==> src/verilog/sfel_pkg.sv <==
// What this block does
// - call one level deeper appends the new frame's own pointer after copied outer pointers
// - equal-level call copies only outer display entries, never caller's own frame
// - recursive re-entry behaves as equal-level call, no earlier-iteration pointers
// - level-one entry: first word is old frame base, second is new frame base
// - after entry frame base addresses first pushed word, stack pointer the last less storage bytes
// - dynamic storage lies just below the last pushed display word, down to stack pointer
// - level-two entry fetches second display word from caller's second display word
// - level-three entry holds saved frame base, then caller's two display pointers
// - each level above one adds exactly one more copied display word
// - exit loads stack pointer from frame base, then pops saved frame base
// - outside 64-bit mode, eight 32-bit general registers incl frame base and stack
// - six 16-bit segment registers, 32-bit flags and instruction pointer
// - 64-bit mode: sixteen registers, upper eight only via extension prefix, 64-bit wide
// - 64-bit mode widens flags and instruction pointer to 64 bits
// - entry takes nesting level 0..31 and storage byte count subtracted last
// - level zero: push frame base, copy stack pointer, subtract storage, no copies
// - nonzero level: save, latch, copy level-1 words downward, push latched pointer
package sfel_pkg;

  localparam int LEGACY_W  = 32;
  localparam int WIDE_W    = 64;
  localparam int SEG_W     = 16;
  localparam int SEG_NUM   = 6;
  localparam int GPR_NUM   = 16;
  localparam int LEVEL_W   = 5;
  localparam int STORAGE_W = 16;

  localparam logic [3:0]  SP_IDX        = 4'h4;
  localparam logic [3:0]  FB_IDX        = 4'h5;
  localparam logic [63:0] WORD_BYTES_32 = 64'h4;
  localparam logic [63:0] WORD_BYTES_64 = 64'h8;
  localparam logic [63:0] GPR_RST       = 64'h0;
  localparam logic [63:0] FLAGS_RST     = 64'h0;
  localparam logic [63:0] IP_RST        = 64'h0;
  localparam logic [15:0] SEG_RST       = 16'h0;

  typedef enum logic {
    SFEL_OP_ENTER,
    SFEL_OP_LEAVE
  } sfel_op_t;

  typedef enum logic [2:0] {
    S_IDLE,
    S_PUSH_FB,
    S_RD_DISP,
    S_WR_DISP,
    S_PUSH_FP,
    S_ALLOC,
    S_LV_REL,
    S_LV_POP
  } sfel_state_t;

  function automatic logic [63:0] sfel_wb(input logic m64);
    return m64 ? WORD_BYTES_64 : WORD_BYTES_32;
  endfunction

  function automatic logic [63:0] sfel_trunc(input logic [63:0] v, input logic m64);
    return m64 ? v : {32'h0, v[31:0]};
  endfunction

endpackage

==> src/verilog/sfel_mem_if.sv <==
`timescale 1ns/1ps
interface sfel_mem_if;
  logic        req;
  logic        we;
  logic [63:0] addr;
  logic [63:0] wdata;
  logic        done;
  logic [63:0] rdata;

  modport seq  (output req, output we, output addr, output wdata, input done, input rdata);
  modport port (input req, input we, input addr, input wdata, output done, output rdata);
endinterface

==> src/verilog/sfel_mem_port.sv <==
`timescale 1ns/1ps
module sfel_mem_port (
  input  wire logic  clk_sys,
  input  wire logic  arst_n,
  sfel_mem_if.port   mp,
  output logic       mem_req,
  output logic       mem_we,
  output logic [63:0] mem_addr,
  output logic [63:0] mem_wdata,
  input  wire logic  mem_ack,
  input  wire logic [63:0] mem_rdata
);
  logic        busy_q, busy_d;
  logic        we_q, we_d;
  logic [63:0] addr_q, addr_d;
  logic [63:0] wdata_q, wdata_d;

  // ---------------------------------------------------------------
  // one access in flight; sequencer holds req until done
  // ---------------------------------------------------------------
  always_comb begin
    busy_d  = busy_q;
    we_d    = we_q;
    addr_d  = addr_q;
    wdata_d = wdata_q;
    if (busy_q && mem_ack) begin
      busy_d = 1'b0;
    end else if (!busy_q && mp.req) begin
      busy_d  = 1'b1;
      we_d    = mp.we;
      addr_d  = mp.addr;
      wdata_d = mp.wdata;
    end
  end

  always_ff @(posedge clk_sys or negedge arst_n) begin
    if (!arst_n) begin
      busy_q  <= 1'b0;
      we_q    <= 1'b0;
      addr_q  <= 64'h0;
      wdata_q <= 64'h0;
    end else begin
      busy_q  <= busy_d;
      we_q    <= we_d;
      addr_q  <= addr_d;
      wdata_q <= wdata_d;
    end
  end

  assign mp.done   = busy_q & mem_ack;
  assign mp.rdata  = mem_rdata;
  assign mem_req   = busy_q;
  assign mem_we    = we_q;
  assign mem_addr  = addr_q;
  assign mem_wdata = wdata_q;
endmodule

==> src/verilog/sfel_gpr_mem.sv <==
`timescale 1ns/1ps
module sfel_gpr_mem #(
  parameter int W     = 64,
  parameter int DEPTH = 16
) (
  input  wire logic                     clk_sys,
  input  wire logic                     arst_n,
  input  wire logic                     wr_en,
  input  wire logic [$clog2(DEPTH)-1:0] wr_idx,
  input  wire logic [W-1:0]             wr_data,
  input  wire logic [$clog2(DEPTH)-1:0] rd_idx,
  output logic [W-1:0]                  rd_data
);
  logic [W-1:0] mem_q [DEPTH];
  logic [W-1:0] mem_d [DEPTH];
  logic [W-1:0] rd_d;

  always_comb begin
    mem_d = mem_q;
    if (wr_en) begin
      mem_d[wr_idx] = wr_data;
    end
    rd_d = mem_q[rd_idx];
  end

  always_ff @(posedge clk_sys or negedge arst_n) begin
    if (!arst_n) begin
      for (int i = 0; i < DEPTH; i++) begin
        mem_q[i] <= '0;
      end
      rd_data <= '0;
    end else begin
      mem_q   <= mem_d;
      rd_data <= rd_d;
    end
  end
endmodule

==> src/verilog/sfel_top.sv <==
`timescale 1ns/1ps
module sfel_top
  import sfel_pkg::*;
(
  input  wire logic                 clk_sys,
  input  wire logic                 arst_n,
  input  wire logic                 mode64,
  input  wire logic                 cmd_valid,
  output logic                      cmd_ready,
  input  wire logic                 cmd_leave,
  input  wire logic [STORAGE_W-1:0] cmd_storage,
  input  wire logic [LEVEL_W-1:0]   cmd_level,
  output logic                      cmd_done,
  output logic                      mem_req,
  output logic                      mem_we,
  output logic [63:0]               mem_addr,
  output logic [63:0]               mem_wdata,
  input  wire logic                 mem_ack,
  input  wire logic [63:0]          mem_rdata,
  input  wire logic                 register_extension_prefix,
  input  wire logic                 gpr_wide,
  input  wire logic                 gpr_wr_en,
  input  wire logic [3:0]           gpr_wr_idx,
  input  wire logic [63:0]          gpr_wr_data,
  input  wire logic [3:0]           gpr_rd_idx,
  output logic [63:0]               gpr_rd_data,
  input  wire logic                 seg_wr_en,
  input  wire logic [2:0]           seg_wr_idx,
  input  wire logic [SEG_W-1:0]     seg_wr_data,
  input  wire logic [2:0]           seg_rd_idx,
  output logic [SEG_W-1:0]          seg_rd_data,
  input  wire logic                 flags_wr_en,
  input  wire logic [63:0]          flags_wr_data,
  input  wire logic                 ip_wr_en,
  input  wire logic [63:0]          ip_wr_data,
  output logic [63:0]               frame_base_reg,
  output logic [63:0]               stack_pointer_reg,
  output logic [63:0]               flags_reg,
  output logic [63:0]               instr_pointer_reg
);
  sfel_mem_if mif ();

  sfel_state_t           st_q, st_d;
  sfel_op_t              op_q, op_d;
  logic [63:0]           fb_q, fb_d, sp_q, sp_d, fp_q, fp_d;
  logic [63:0]           tmp_q, tmp_d, rd_q, rd_d;
  logic [LEVEL_W-1:0]    lvl_q, lvl_d, cnt_q, cnt_d;
  logic [STORAGE_W-1:0]  stor_q, stor_d;
  logic                  m64_q, m64_d, done_q, done_d;
  logic [63:0]           wb;
  logic                  idle, gpr_ok, gpr_rd_ok, wide_ok;
  logic [63:0]           gpr_wval;
  logic [63:0]           file_rd;
  logic                  rd_spec_q, rd_zero_q;
  logic [63:0]           rd_spec_val_q;
  logic [SEG_W-1:0]      seg_q [SEG_NUM];
  logic [SEG_W-1:0]      seg_rd_q;
  logic [63:0]           flags_q, ip_q;

  assign wb        = sfel_wb(m64_q);
  assign idle      = (st_q == S_IDLE);
  assign cmd_ready = idle;

  // ---------------------------------------------------------------
  // register environment
  // ---------------------------------------------------------------
  // upper eight reachable only with the prefix in 64-bit mode
  assign wide_ok   = mode64 && register_extension_prefix;
  assign gpr_ok    = gpr_wr_en && idle && (!gpr_wr_idx[3] || wide_ok);
  assign gpr_rd_ok = !gpr_rd_idx[3] || wide_ok;
  // narrow writes zero the upper half so legacy code never sees stale bits
  assign gpr_wval  = (wide_ok && gpr_wide) ? gpr_wr_data : {32'h0, gpr_wr_data[31:0]};

  sfel_gpr_mem #(.W(WIDE_W), .DEPTH(GPR_NUM)) u_gpr (
    .clk_sys (clk_sys),
    .arst_n  (arst_n),
    .wr_en   (gpr_ok && gpr_wr_idx != FB_IDX && gpr_wr_idx != SP_IDX),
    .wr_idx  (gpr_wr_idx),
    .wr_data (gpr_wval),
    .rd_idx  (gpr_rd_idx),
    .rd_data (file_rd)
  );

  always_ff @(posedge clk_sys or negedge arst_n) begin
    if (!arst_n) begin
      rd_spec_q     <= 1'b0;
      rd_zero_q     <= 1'b0;
      rd_spec_val_q <= GPR_RST;
    end else begin
      rd_spec_q     <= (gpr_rd_idx == FB_IDX) || (gpr_rd_idx == SP_IDX);
      rd_zero_q     <= !gpr_rd_ok;
      rd_spec_val_q <= (gpr_rd_idx == FB_IDX) ? fb_q : sp_q;
    end
  end

  assign gpr_rd_data = rd_zero_q ? 64'h0 : (rd_spec_q ? rd_spec_val_q : file_rd);

  always_ff @(posedge clk_sys or negedge arst_n) begin
    if (!arst_n) begin
      for (int i = 0; i < SEG_NUM; i++) begin
        seg_q[i] <= SEG_RST;
      end
      seg_rd_q <= SEG_RST;
      flags_q  <= FLAGS_RST;
      ip_q     <= IP_RST;
    end else begin
      if (seg_wr_en && seg_wr_idx < 3'(SEG_NUM)) begin
        seg_q[seg_wr_idx] <= seg_wr_data;
      end
      seg_rd_q <= (seg_rd_idx < 3'(SEG_NUM)) ? seg_q[seg_rd_idx] : SEG_RST;
      if (flags_wr_en) begin
        flags_q <= sfel_trunc(flags_wr_data, mode64);
      end
      if (ip_wr_en) begin
        ip_q <= sfel_trunc(ip_wr_data, mode64);
      end
    end
  end

  assign seg_rd_data       = seg_rd_q;
  assign flags_reg         = flags_q;
  assign instr_pointer_reg = ip_q;
  assign frame_base_reg    = fb_q;
  assign stack_pointer_reg = sp_q;
  assign cmd_done          = done_q;

  // ---------------------------------------------------------------
  // entry / exit sequencer
  // ---------------------------------------------------------------
  always_comb begin
    st_d      = st_q;
    op_d      = op_q;
    fb_d      = fb_q;
    sp_d      = sp_q;
    fp_d      = fp_q;
    tmp_d     = tmp_q;
    rd_d      = rd_q;
    cnt_d     = cnt_q;
    lvl_d     = lvl_q;
    stor_d    = stor_q;
    m64_d     = m64_q;
    done_d    = 1'b0;
    mif.req   = 1'b0;
    mif.we    = 1'b0;
    mif.addr  = 64'h0;
    mif.wdata = 64'h0;
    case (st_q)
      S_IDLE: begin
        if (cmd_valid) begin
          op_d   = cmd_leave ? SFEL_OP_LEAVE : SFEL_OP_ENTER;
          lvl_d  = cmd_level;
          stor_d = cmd_storage;
          m64_d  = mode64;
          st_d   = cmd_leave ? S_LV_REL : S_PUSH_FB;
        end else if (gpr_ok && gpr_wr_idx == FB_IDX) begin
          fb_d = gpr_wval;
        end else if (gpr_ok && gpr_wr_idx == SP_IDX) begin
          sp_d = gpr_wval;
        end
      end
      S_PUSH_FB: begin
        mif.req   = 1'b1;
        mif.we    = 1'b1;
        mif.addr  = sfel_trunc(sp_q - wb, m64_q);
        mif.wdata = fb_q;
        if (mif.done) begin
          sp_d  = mif.addr;
          fp_d  = mif.addr;
          tmp_d = fb_q;
          cnt_d = lvl_q - 5'h1;
          if (lvl_q == 5'h0) begin
            st_d = S_ALLOC;
          end else if (lvl_q == 5'h1) begin
            st_d = S_PUSH_FP;
          end else begin
            st_d = S_RD_DISP;
          end
        end
      end
      S_RD_DISP: begin
        // walk the caller display downward from its saved frame base
        mif.req  = 1'b1;
        mif.addr = sfel_trunc(tmp_q - wb, m64_q);
        if (mif.done) begin
          tmp_d = mif.addr;
          rd_d  = sfel_trunc(mif.rdata, m64_q);
          st_d  = S_WR_DISP;
        end
      end
      S_WR_DISP: begin
        mif.req   = 1'b1;
        mif.we    = 1'b1;
        mif.addr  = sfel_trunc(sp_q - wb, m64_q);
        mif.wdata = rd_q;
        if (mif.done) begin
          sp_d  = mif.addr;
          cnt_d = cnt_q - 5'h1;
          st_d  = (cnt_q == 5'h1) ? S_PUSH_FP : S_RD_DISP;
        end
      end
      S_PUSH_FP: begin
        // the new frame's own pointer goes last, after the outer copies
        mif.req   = 1'b1;
        mif.we    = 1'b1;
        mif.addr  = sfel_trunc(sp_q - wb, m64_q);
        mif.wdata = fp_q;
        if (mif.done) begin
          sp_d = mif.addr;
          st_d = S_ALLOC;
        end
      end
      S_ALLOC: begin
        // dynamic area then sits just below the last pushed display word
        fb_d   = fp_q;
        sp_d   = sfel_trunc(sp_q - {48'h0, stor_q}, m64_q);
        done_d = 1'b1;
        st_d   = S_IDLE;
      end
      S_LV_REL: begin
        sp_d = fb_q;
        st_d = S_LV_POP;
      end
      S_LV_POP: begin
        mif.req  = 1'b1;
        mif.addr = sp_q;
        if (mif.done) begin
          fb_d   = sfel_trunc(mif.rdata, m64_q);
          sp_d   = sfel_trunc(sp_q + wb, m64_q);
          done_d = 1'b1;
          st_d   = S_IDLE;
        end
      end
      default: begin
        st_d = S_IDLE;
      end
    endcase
  end

  always_ff @(posedge clk_sys or negedge arst_n) begin
    if (!arst_n) begin
      st_q   <= S_IDLE;
      op_q   <= SFEL_OP_ENTER;
      fb_q   <= GPR_RST;
      sp_q   <= GPR_RST;
      fp_q   <= GPR_RST;
      tmp_q  <= GPR_RST;
      rd_q   <= GPR_RST;
      cnt_q  <= 5'h0;
      lvl_q  <= 5'h0;
      stor_q <= 16'h0;
      m64_q  <= 1'b0;
      done_q <= 1'b0;
    end else begin
      st_q   <= st_d;
      op_q   <= op_d;
      fb_q   <= fb_d;
      sp_q   <= sp_d;
      fp_q   <= fp_d;
      tmp_q  <= tmp_d;
      rd_q   <= rd_d;
      cnt_q  <= cnt_d;
      lvl_q  <= lvl_d;
      stor_q <= stor_d;
      m64_q  <= m64_d;
      done_q <= done_d;
    end
  end

  sfel_mem_port u_port (
    .clk_sys   (clk_sys),
    .arst_n    (arst_n),
    .mp        (mif),
    .mem_req   (mem_req),
    .mem_we    (mem_we),
    .mem_addr  (mem_addr),
    .mem_wdata (mem_wdata),
    .mem_ack   (mem_ack),
    .mem_rdata (mem_rdata)
  );

  // ---------------------------------------------------------------
  // checks
  // ---------------------------------------------------------------
  logic [63:0] ent_sp_q, ent_fb_q;
  logic [5:0]  wr_cnt_q;
  logic [63:0] words;

  always_ff @(posedge clk_sys or negedge arst_n) begin
    if (!arst_n) begin
      ent_sp_q <= 64'h0;
      ent_fb_q <= 64'h0;
      wr_cnt_q <= 6'h0;
    end else if (idle && cmd_valid) begin
      ent_sp_q <= sp_q;
      ent_fb_q <= fb_q;
      wr_cnt_q <= 6'h0;
    end else if (mif.done && mif.we) begin
      wr_cnt_q <= wr_cnt_q + 6'h1;
    end
  end

  assign words = (lvl_q == 5'h0) ? 64'h1 : {59'h0, lvl_q} + 64'h1;
endmodule

==> config.mk <==
export PLATFORM = sky130hd
export DESIGN_NAME = sfel_top
export DESIGN_NICKNAME = d
export VERILOG_FILES = /design/src/verilog/sfel_pkg.sv /design/src/verilog/sfel_mem_if.sv /design/src/verilog/sfel_mem_port.sv /design/src/verilog/sfel_gpr_mem.sv /design/src/verilog/sfel_top.sv
export SDC_FILE = /design/constraint.sdc
export NUM_CORES = 2
export LEC_CHECK = 0
export BUFFER_PORTS_ARGS = -buffer_cell sky130_fd_sc_hd__buf_2
export CAP_MARGIN = 30
export CELL_PAD_IN_SITES_DETAIL_PLACEMENT = 1
export CELL_PAD_IN_SITES_GLOBAL_PLACEMENT = 2
export CORE_UTILIZATION = 30
export CTS_CLUSTER_SIZE = 40
export DETAILED_ROUTE_END_ITERATION = 10
export PLACE_DENSITY_LB_ADDON = 0.1
export SYNTH_ARGS = -nofsm -noshare
export SYNTH_HDL_FRONTEND = slang
export SYNTH_SLANG_ARGS = --single-unit
==> constraint.sdc <==
create_clock -name clk_sys -period 10.2 [get_ports clk_sys]
set_input_delay 1.53 -clock clk_sys [delete_from_list [all_inputs] [get_ports clk_sys]]
set_output_delay 1.53 -clock clk_sys [all_outputs]
set_load 0.005 [all_outputs]
======== Word level (Yosys, flattened, before mapping) ========
Cells that the tools add are included.
storage, ports and cells
  flip-flop bits (word level) ............. 1875
  input port bits ......................... 319
  word-level logic and storage cells ...... 188
operators by class
  $add $sub $neg .......................... 6
  $lt $le $gt $ge ......................... 8
  equal/unequal tests ..................... 26
  multiplexer cells ....................... 60
  bitwise operators ....................... 6
  reductions and logical operators ........ 38
operator list
  kind                  count
  $mux W64              24
  $bwmux W1024          1
  $pmux W64 S3          3
  $pmux W64 S5          1
  $bmux W64 S4          1
  $demux W64 S4         1
  $pmux W64 S2          1
  $sub A64 B4 Y64       2
  $bwmux W96            1
  $add A64 B4 Y64       1
  $mux W16              4
  $sub A64 B16 Y64      1
  $bmux W16 S3          1
  $demux W16 S3         1
  $mux W3               10
  $pmux W3 S8           1
  $eq A4 B3 Y1 const B  4
  $ne A2 B2 Y1 const B  8
  $logic_and A1 B1 Y1   13
  $eq A3 B3 Y1 const B  4
  $reduce_and A6 Y1     2
  $eq A5 B1 Y1 const B  2
  $ge A5 B5 Y1 const B  2
  $mux W5               2
  other kinds (29)      53

======== Logic depth before layout (Yosys ltp) ========
  depth in word-level cells ............... 8
  mapped depth ............................ 14
  gate-level depth less buffers ........... 11

======== Cells and area by module ========
From an unflattened synthesis, not the netlist that was laid out.
second synthesis, totals
  cell total of the unflattened synthesis .. 7562
  area total of the unflattened synthesis .. 91726.7 um2
by module, submodules not included
  module         times used  cells an instance  area an instance (um2)  seq. area each (um2)
  sfel_gpr_mem   1           2838               47088.9                 27226.1
  sfel_top       1           4383               38806.0                 16440.8
  sfel_mem_port  1           341                5831.8                  3253.1

======== Least setup slack after synthesis ========
Ideal clock, no wire load.
  path type ............................... input to register
  start point ............................. input port gpr_rd_idx[0]
  end point ............................... register u_gpr.rd_data[33]
  data arrival time ....................... 3683 ps
  required time ........................... 10062 ps
  path slack .............................. 6379 ps
  stages .................................. 5
  cell sequence ........................... clkbuf_1 -> clkbuf_1 -> buf_1 -> mux4_2 -> mux4_2
between the ends
  word-level cells in the longest chain between the ends .. 4
ends and longest elaborated chain
  what                                          RTL line            text
  start, declared                               sfel_top.sv:25      input wire logic [3:0] gpr_rd_idx,
  $not A4 Y5 (implied by the code)              sfel_gpr_mem.sv:23  rd_d = mem_q[rd_idx];
  $bmux W64 S4                                  sfel_gpr_mem.sv:23
  $mux W64 (implied by the code) (2 in series)  sfel_gpr_mem.sv:23
  via u_gpr.rd_d[33]                            sfel_gpr_mem.sv:16  logic [W-1:0] rd_d;
  end signal, assigned                          sfel_gpr_mem.sv:34  rd_data <= rd_d;
  end, declared                                 sfel_gpr_mem.sv:12  output logic [W-1:0] rd_data
The timed path passes the listed nets, and every way through them passes these cells. The select of a mux whose other input is x is not followed.
A chain may end at the register's enable or synchronous reset.

======== Worst setup path after layout ========
  start point ............................. register rd_spec_q
  end point ............................... output port gpr_rd_data[62]
between the ends
  word-level cells in the longest chain between the ends .. 2
ends and longest elaborated chain
  what                    RTL line        text
  start, declared         sfel_top.sv:54  logic rd_spec_q, rd_zero_q;
  start signal, assigned  sfel_top.sv:90  rd_spec_q <= (gpr_rd_idx == FB_IDX) || (gpr_rd_idx == SP_IDX);
  $mux W64 (2 in series)  sfel_top.sv:96  assign gpr_rd_data = rd_zero_q ? 64'h0 : (rd_spec_q ? rd_spec_val_q : file_rd);
  end, declared           sfel_top.sv:26  output logic [63:0] gpr_rd_data,
No other way between the ends.

==> metrics <==
die width=544 um; number of buffers added for setup after CTS=0; drt total wl=~380 mm; number of flops mapped to enable cells by yosys=0; Rows=about 200; boundary pin count=between 700 and 800; CP arrival=between 3 and 4 ns; DRC Markers=0; flop and latch count out of synthesis=between 1.5k and 2k; worst vdd ir=between 0.15 and 0.2 mV; total nets after synthesis=between 8k and 9k; Final min period=4.97 ns; syn_area_per_cell=11.2 um2; Worst-Margin Slew=1.11 ns; clock latency at the later pin of the worst-skew pair=around 0.92 ns; Worst slew margin=0.260; Pins Over Slew Limit=0; CTS Buf Count=about 220; initial antenna violation count=~100; detailed placer's ending HPWL=between 200 and 300 mm; total number of vias=approximately 66k; RSZ-0062 raised after global routing=no; kind of critical path=reg2out; effective utilization at floorplan=0.302; Biggest register=u_gpr.mem_q; biggest regs=u_gpr.mem_q (1024), seg_q (96); Final Skew=0.0471 ns; CTS tree=done; total number of yosys warnings=0; CTS Root Cell=clkbuf_16; top_reg_cell synth=dfrtp_1; # H-tree levels=4; commonest non-fill, non-tap cell in the layout=dfrtp_1; fin crit share=0.488; Net count, final=about 8.6k; core footprint=just under 300000 um2; hold_buf cts=0; Crit Path Max Fanout=39; area of the multi-input gates=roughly 38000 um2; Final Cell Area=slightly above 100000 um2; routed len/inst=around 31 um; CTS Sinks=about 1.9k; vias in the first global route=between 60k and 70k; PortBufs=786; DRT iter0 DRCs=between 5k and 6k; Unique masters post-synth=94; post-CTS sizing=0; grt total ovfl=0; clock-pin slew on the worst setup and hold paths=about 0.06 ns; Mapped Cells=roughly 7.8k; Worst Hold Class=reg2reg; total track usage=0.254; routability cong.=about 0.90; P&R area growth vs syn=17.8%; status=finished clean; drt first pass iters=5; Hold Vio Cnt, Final=0; startpoint types=register; most frequent cells in the layout=1871 x dfrtp_1, 1055 x nand2_1, 1001 x o21ai_0; die footprint=296000 um2; setup TNS=0 ns; Filler cells=roughly 32k; Area after DPL=just under 100000 um2; Final setup viols=0; Via density=between 5 and 6; die height=~540 um; mapped cell area=between 80000 and 90000 um2; Worst EP required=between 8 and 9 ns; PwrDens=about 270 nW/um2; largest net degree at the start of global routing=between 150 and 200; Peak Freq=about 200 MHz; Reg area=46900 um2; asr flop ratio synth=1.00; number of max-cap violations=0; Final Power=0.0280 W; sequential-to-total area share from yosys stat=0.532; Static Leak=between 40 and 50 nW; Antenna Violating Nets Remaining=0; Max clock buf depth=4; share of cells above drive strength 1=0.298; Crit. End Element=output port; max FFs per register=just over 1k; global-route wire length before repair=541 mm
-- cells in the mapped netlist, drive strengths merged (37+ instances only) --
library cell / n / share of area
dfrtp: 1875 / 0.53
nand2: 1067 / 0.045
o21ai: 1005 / 0.057
mux2: 698 / 0.089
clkbuf: 692 / 0.029
mux4: 336 / 0.086
nor2: 327 / 0.014
a21oi: 238 / 0.014
mux2i: 182 / 0.021
nand3: 138 / 0.0079
inv: 132 / 0.0056
buf: 111 / 0.0051
xnor2: 108 / 0.011
nor3: 97 / 0.0058
a22o: 78 / 0.0078
nor4: 61 / 0.0050
xor2: 61 / 0.0061
o22ai: 55 / 0.0039
or3: 55 / 0.0040
a221oi: 54 / 0.0054
a31oi: 37 / 0.0026
o221a: 37 / 0.0047
-- report_power, final --
| part | total (W) | switching, W | internal (W) |
|---|---|---|---|
| sequential | 0.0107 | 0.00172 | 0.00902 |
| clock | 0.00813 | 0.00341 | 0.00471 |
| combinational | 0.00917 | 0.00587 | 0.00330 |
-- per-stage QoR --
| step | worst slack (ns) | hold WS (ns) | utilization | instances |
|---|---|---|---|---|
| final | 5.23 | 0.370 | 0.356 | 12400 |
| after global routing | 5.10 | 0.381 | 0.356 | 12400 |
| after CTS | 5.05 | 0.376 | 0.355 | 12300 |
| after detailed placement | 4.45 | 0.363 | 0.330 | 11900 |
| after global placement | 4.28 | 0.360 | 0.329 | 11900 |
| after floorplan | 6.38 | 0.424 | - | 7848 |
-- worst max-delay path: stages, from the launching register on --
cell and delay [ns]:
dfrtp_4 0.81, buf_4 0.72, mux2i_1 0.75, nor2_1 0.07
buf_2 0.17
-- per-layer routing --
layer / GRT usage / vias to the layer above / wire (um)
met5: 0 / - / 155
met4: 0.0868 / 26 / 13800
met3: 0.0332 / 520 / 18400
met2: 0.392 / 1781 / 172000
met1: 0.365 / 35300 / 174000
li1: - / 28800 / -
-- cells by family after synthesis --
family,share of synthesized area
xor gates and xnor gates,0.0168
buffers and inverters,0.0402
DFF,0.532
adders and majority gates,0.00474
and+or+nand+nor,0.0967
AOI/OAI and AO/OA,0.114
muxes,0.196
-- final cells by class --
class                      instances  share of cell area
antenna                           31            0.000747
clock buffer                     336              0.0640
clock inverter                    67             0.00693
inverter                         133             0.00481
multi-input combinational       5037               0.366
sequential                      1875               0.452
tap                             3900              0.0470
timing repair buffer            1008              0.0589
-- final timing paths --
kind	to	startpoint	cells after the start	slack, ns
worst min-delay path	u_gpr.mem_q[741]	u_gpr.mem_q[741]	0	0.37
worst min register to register	u_gpr.mem_q[741]	u_gpr.mem_q[741]	0	0.37
worst max-delay path	gpr_rd_data[62]	rd_spec_q	4	5.23
worst max register to register	u_gpr.mem_q[605]	st_q[2]	9	5.58
max in group asynchronous	u_gpr.mem_q[867]	arst_n	3	7.26
min in group asynchronous	lvl_q[3]	arst_n	1	0.56
(Power assumes the default switching activity.)
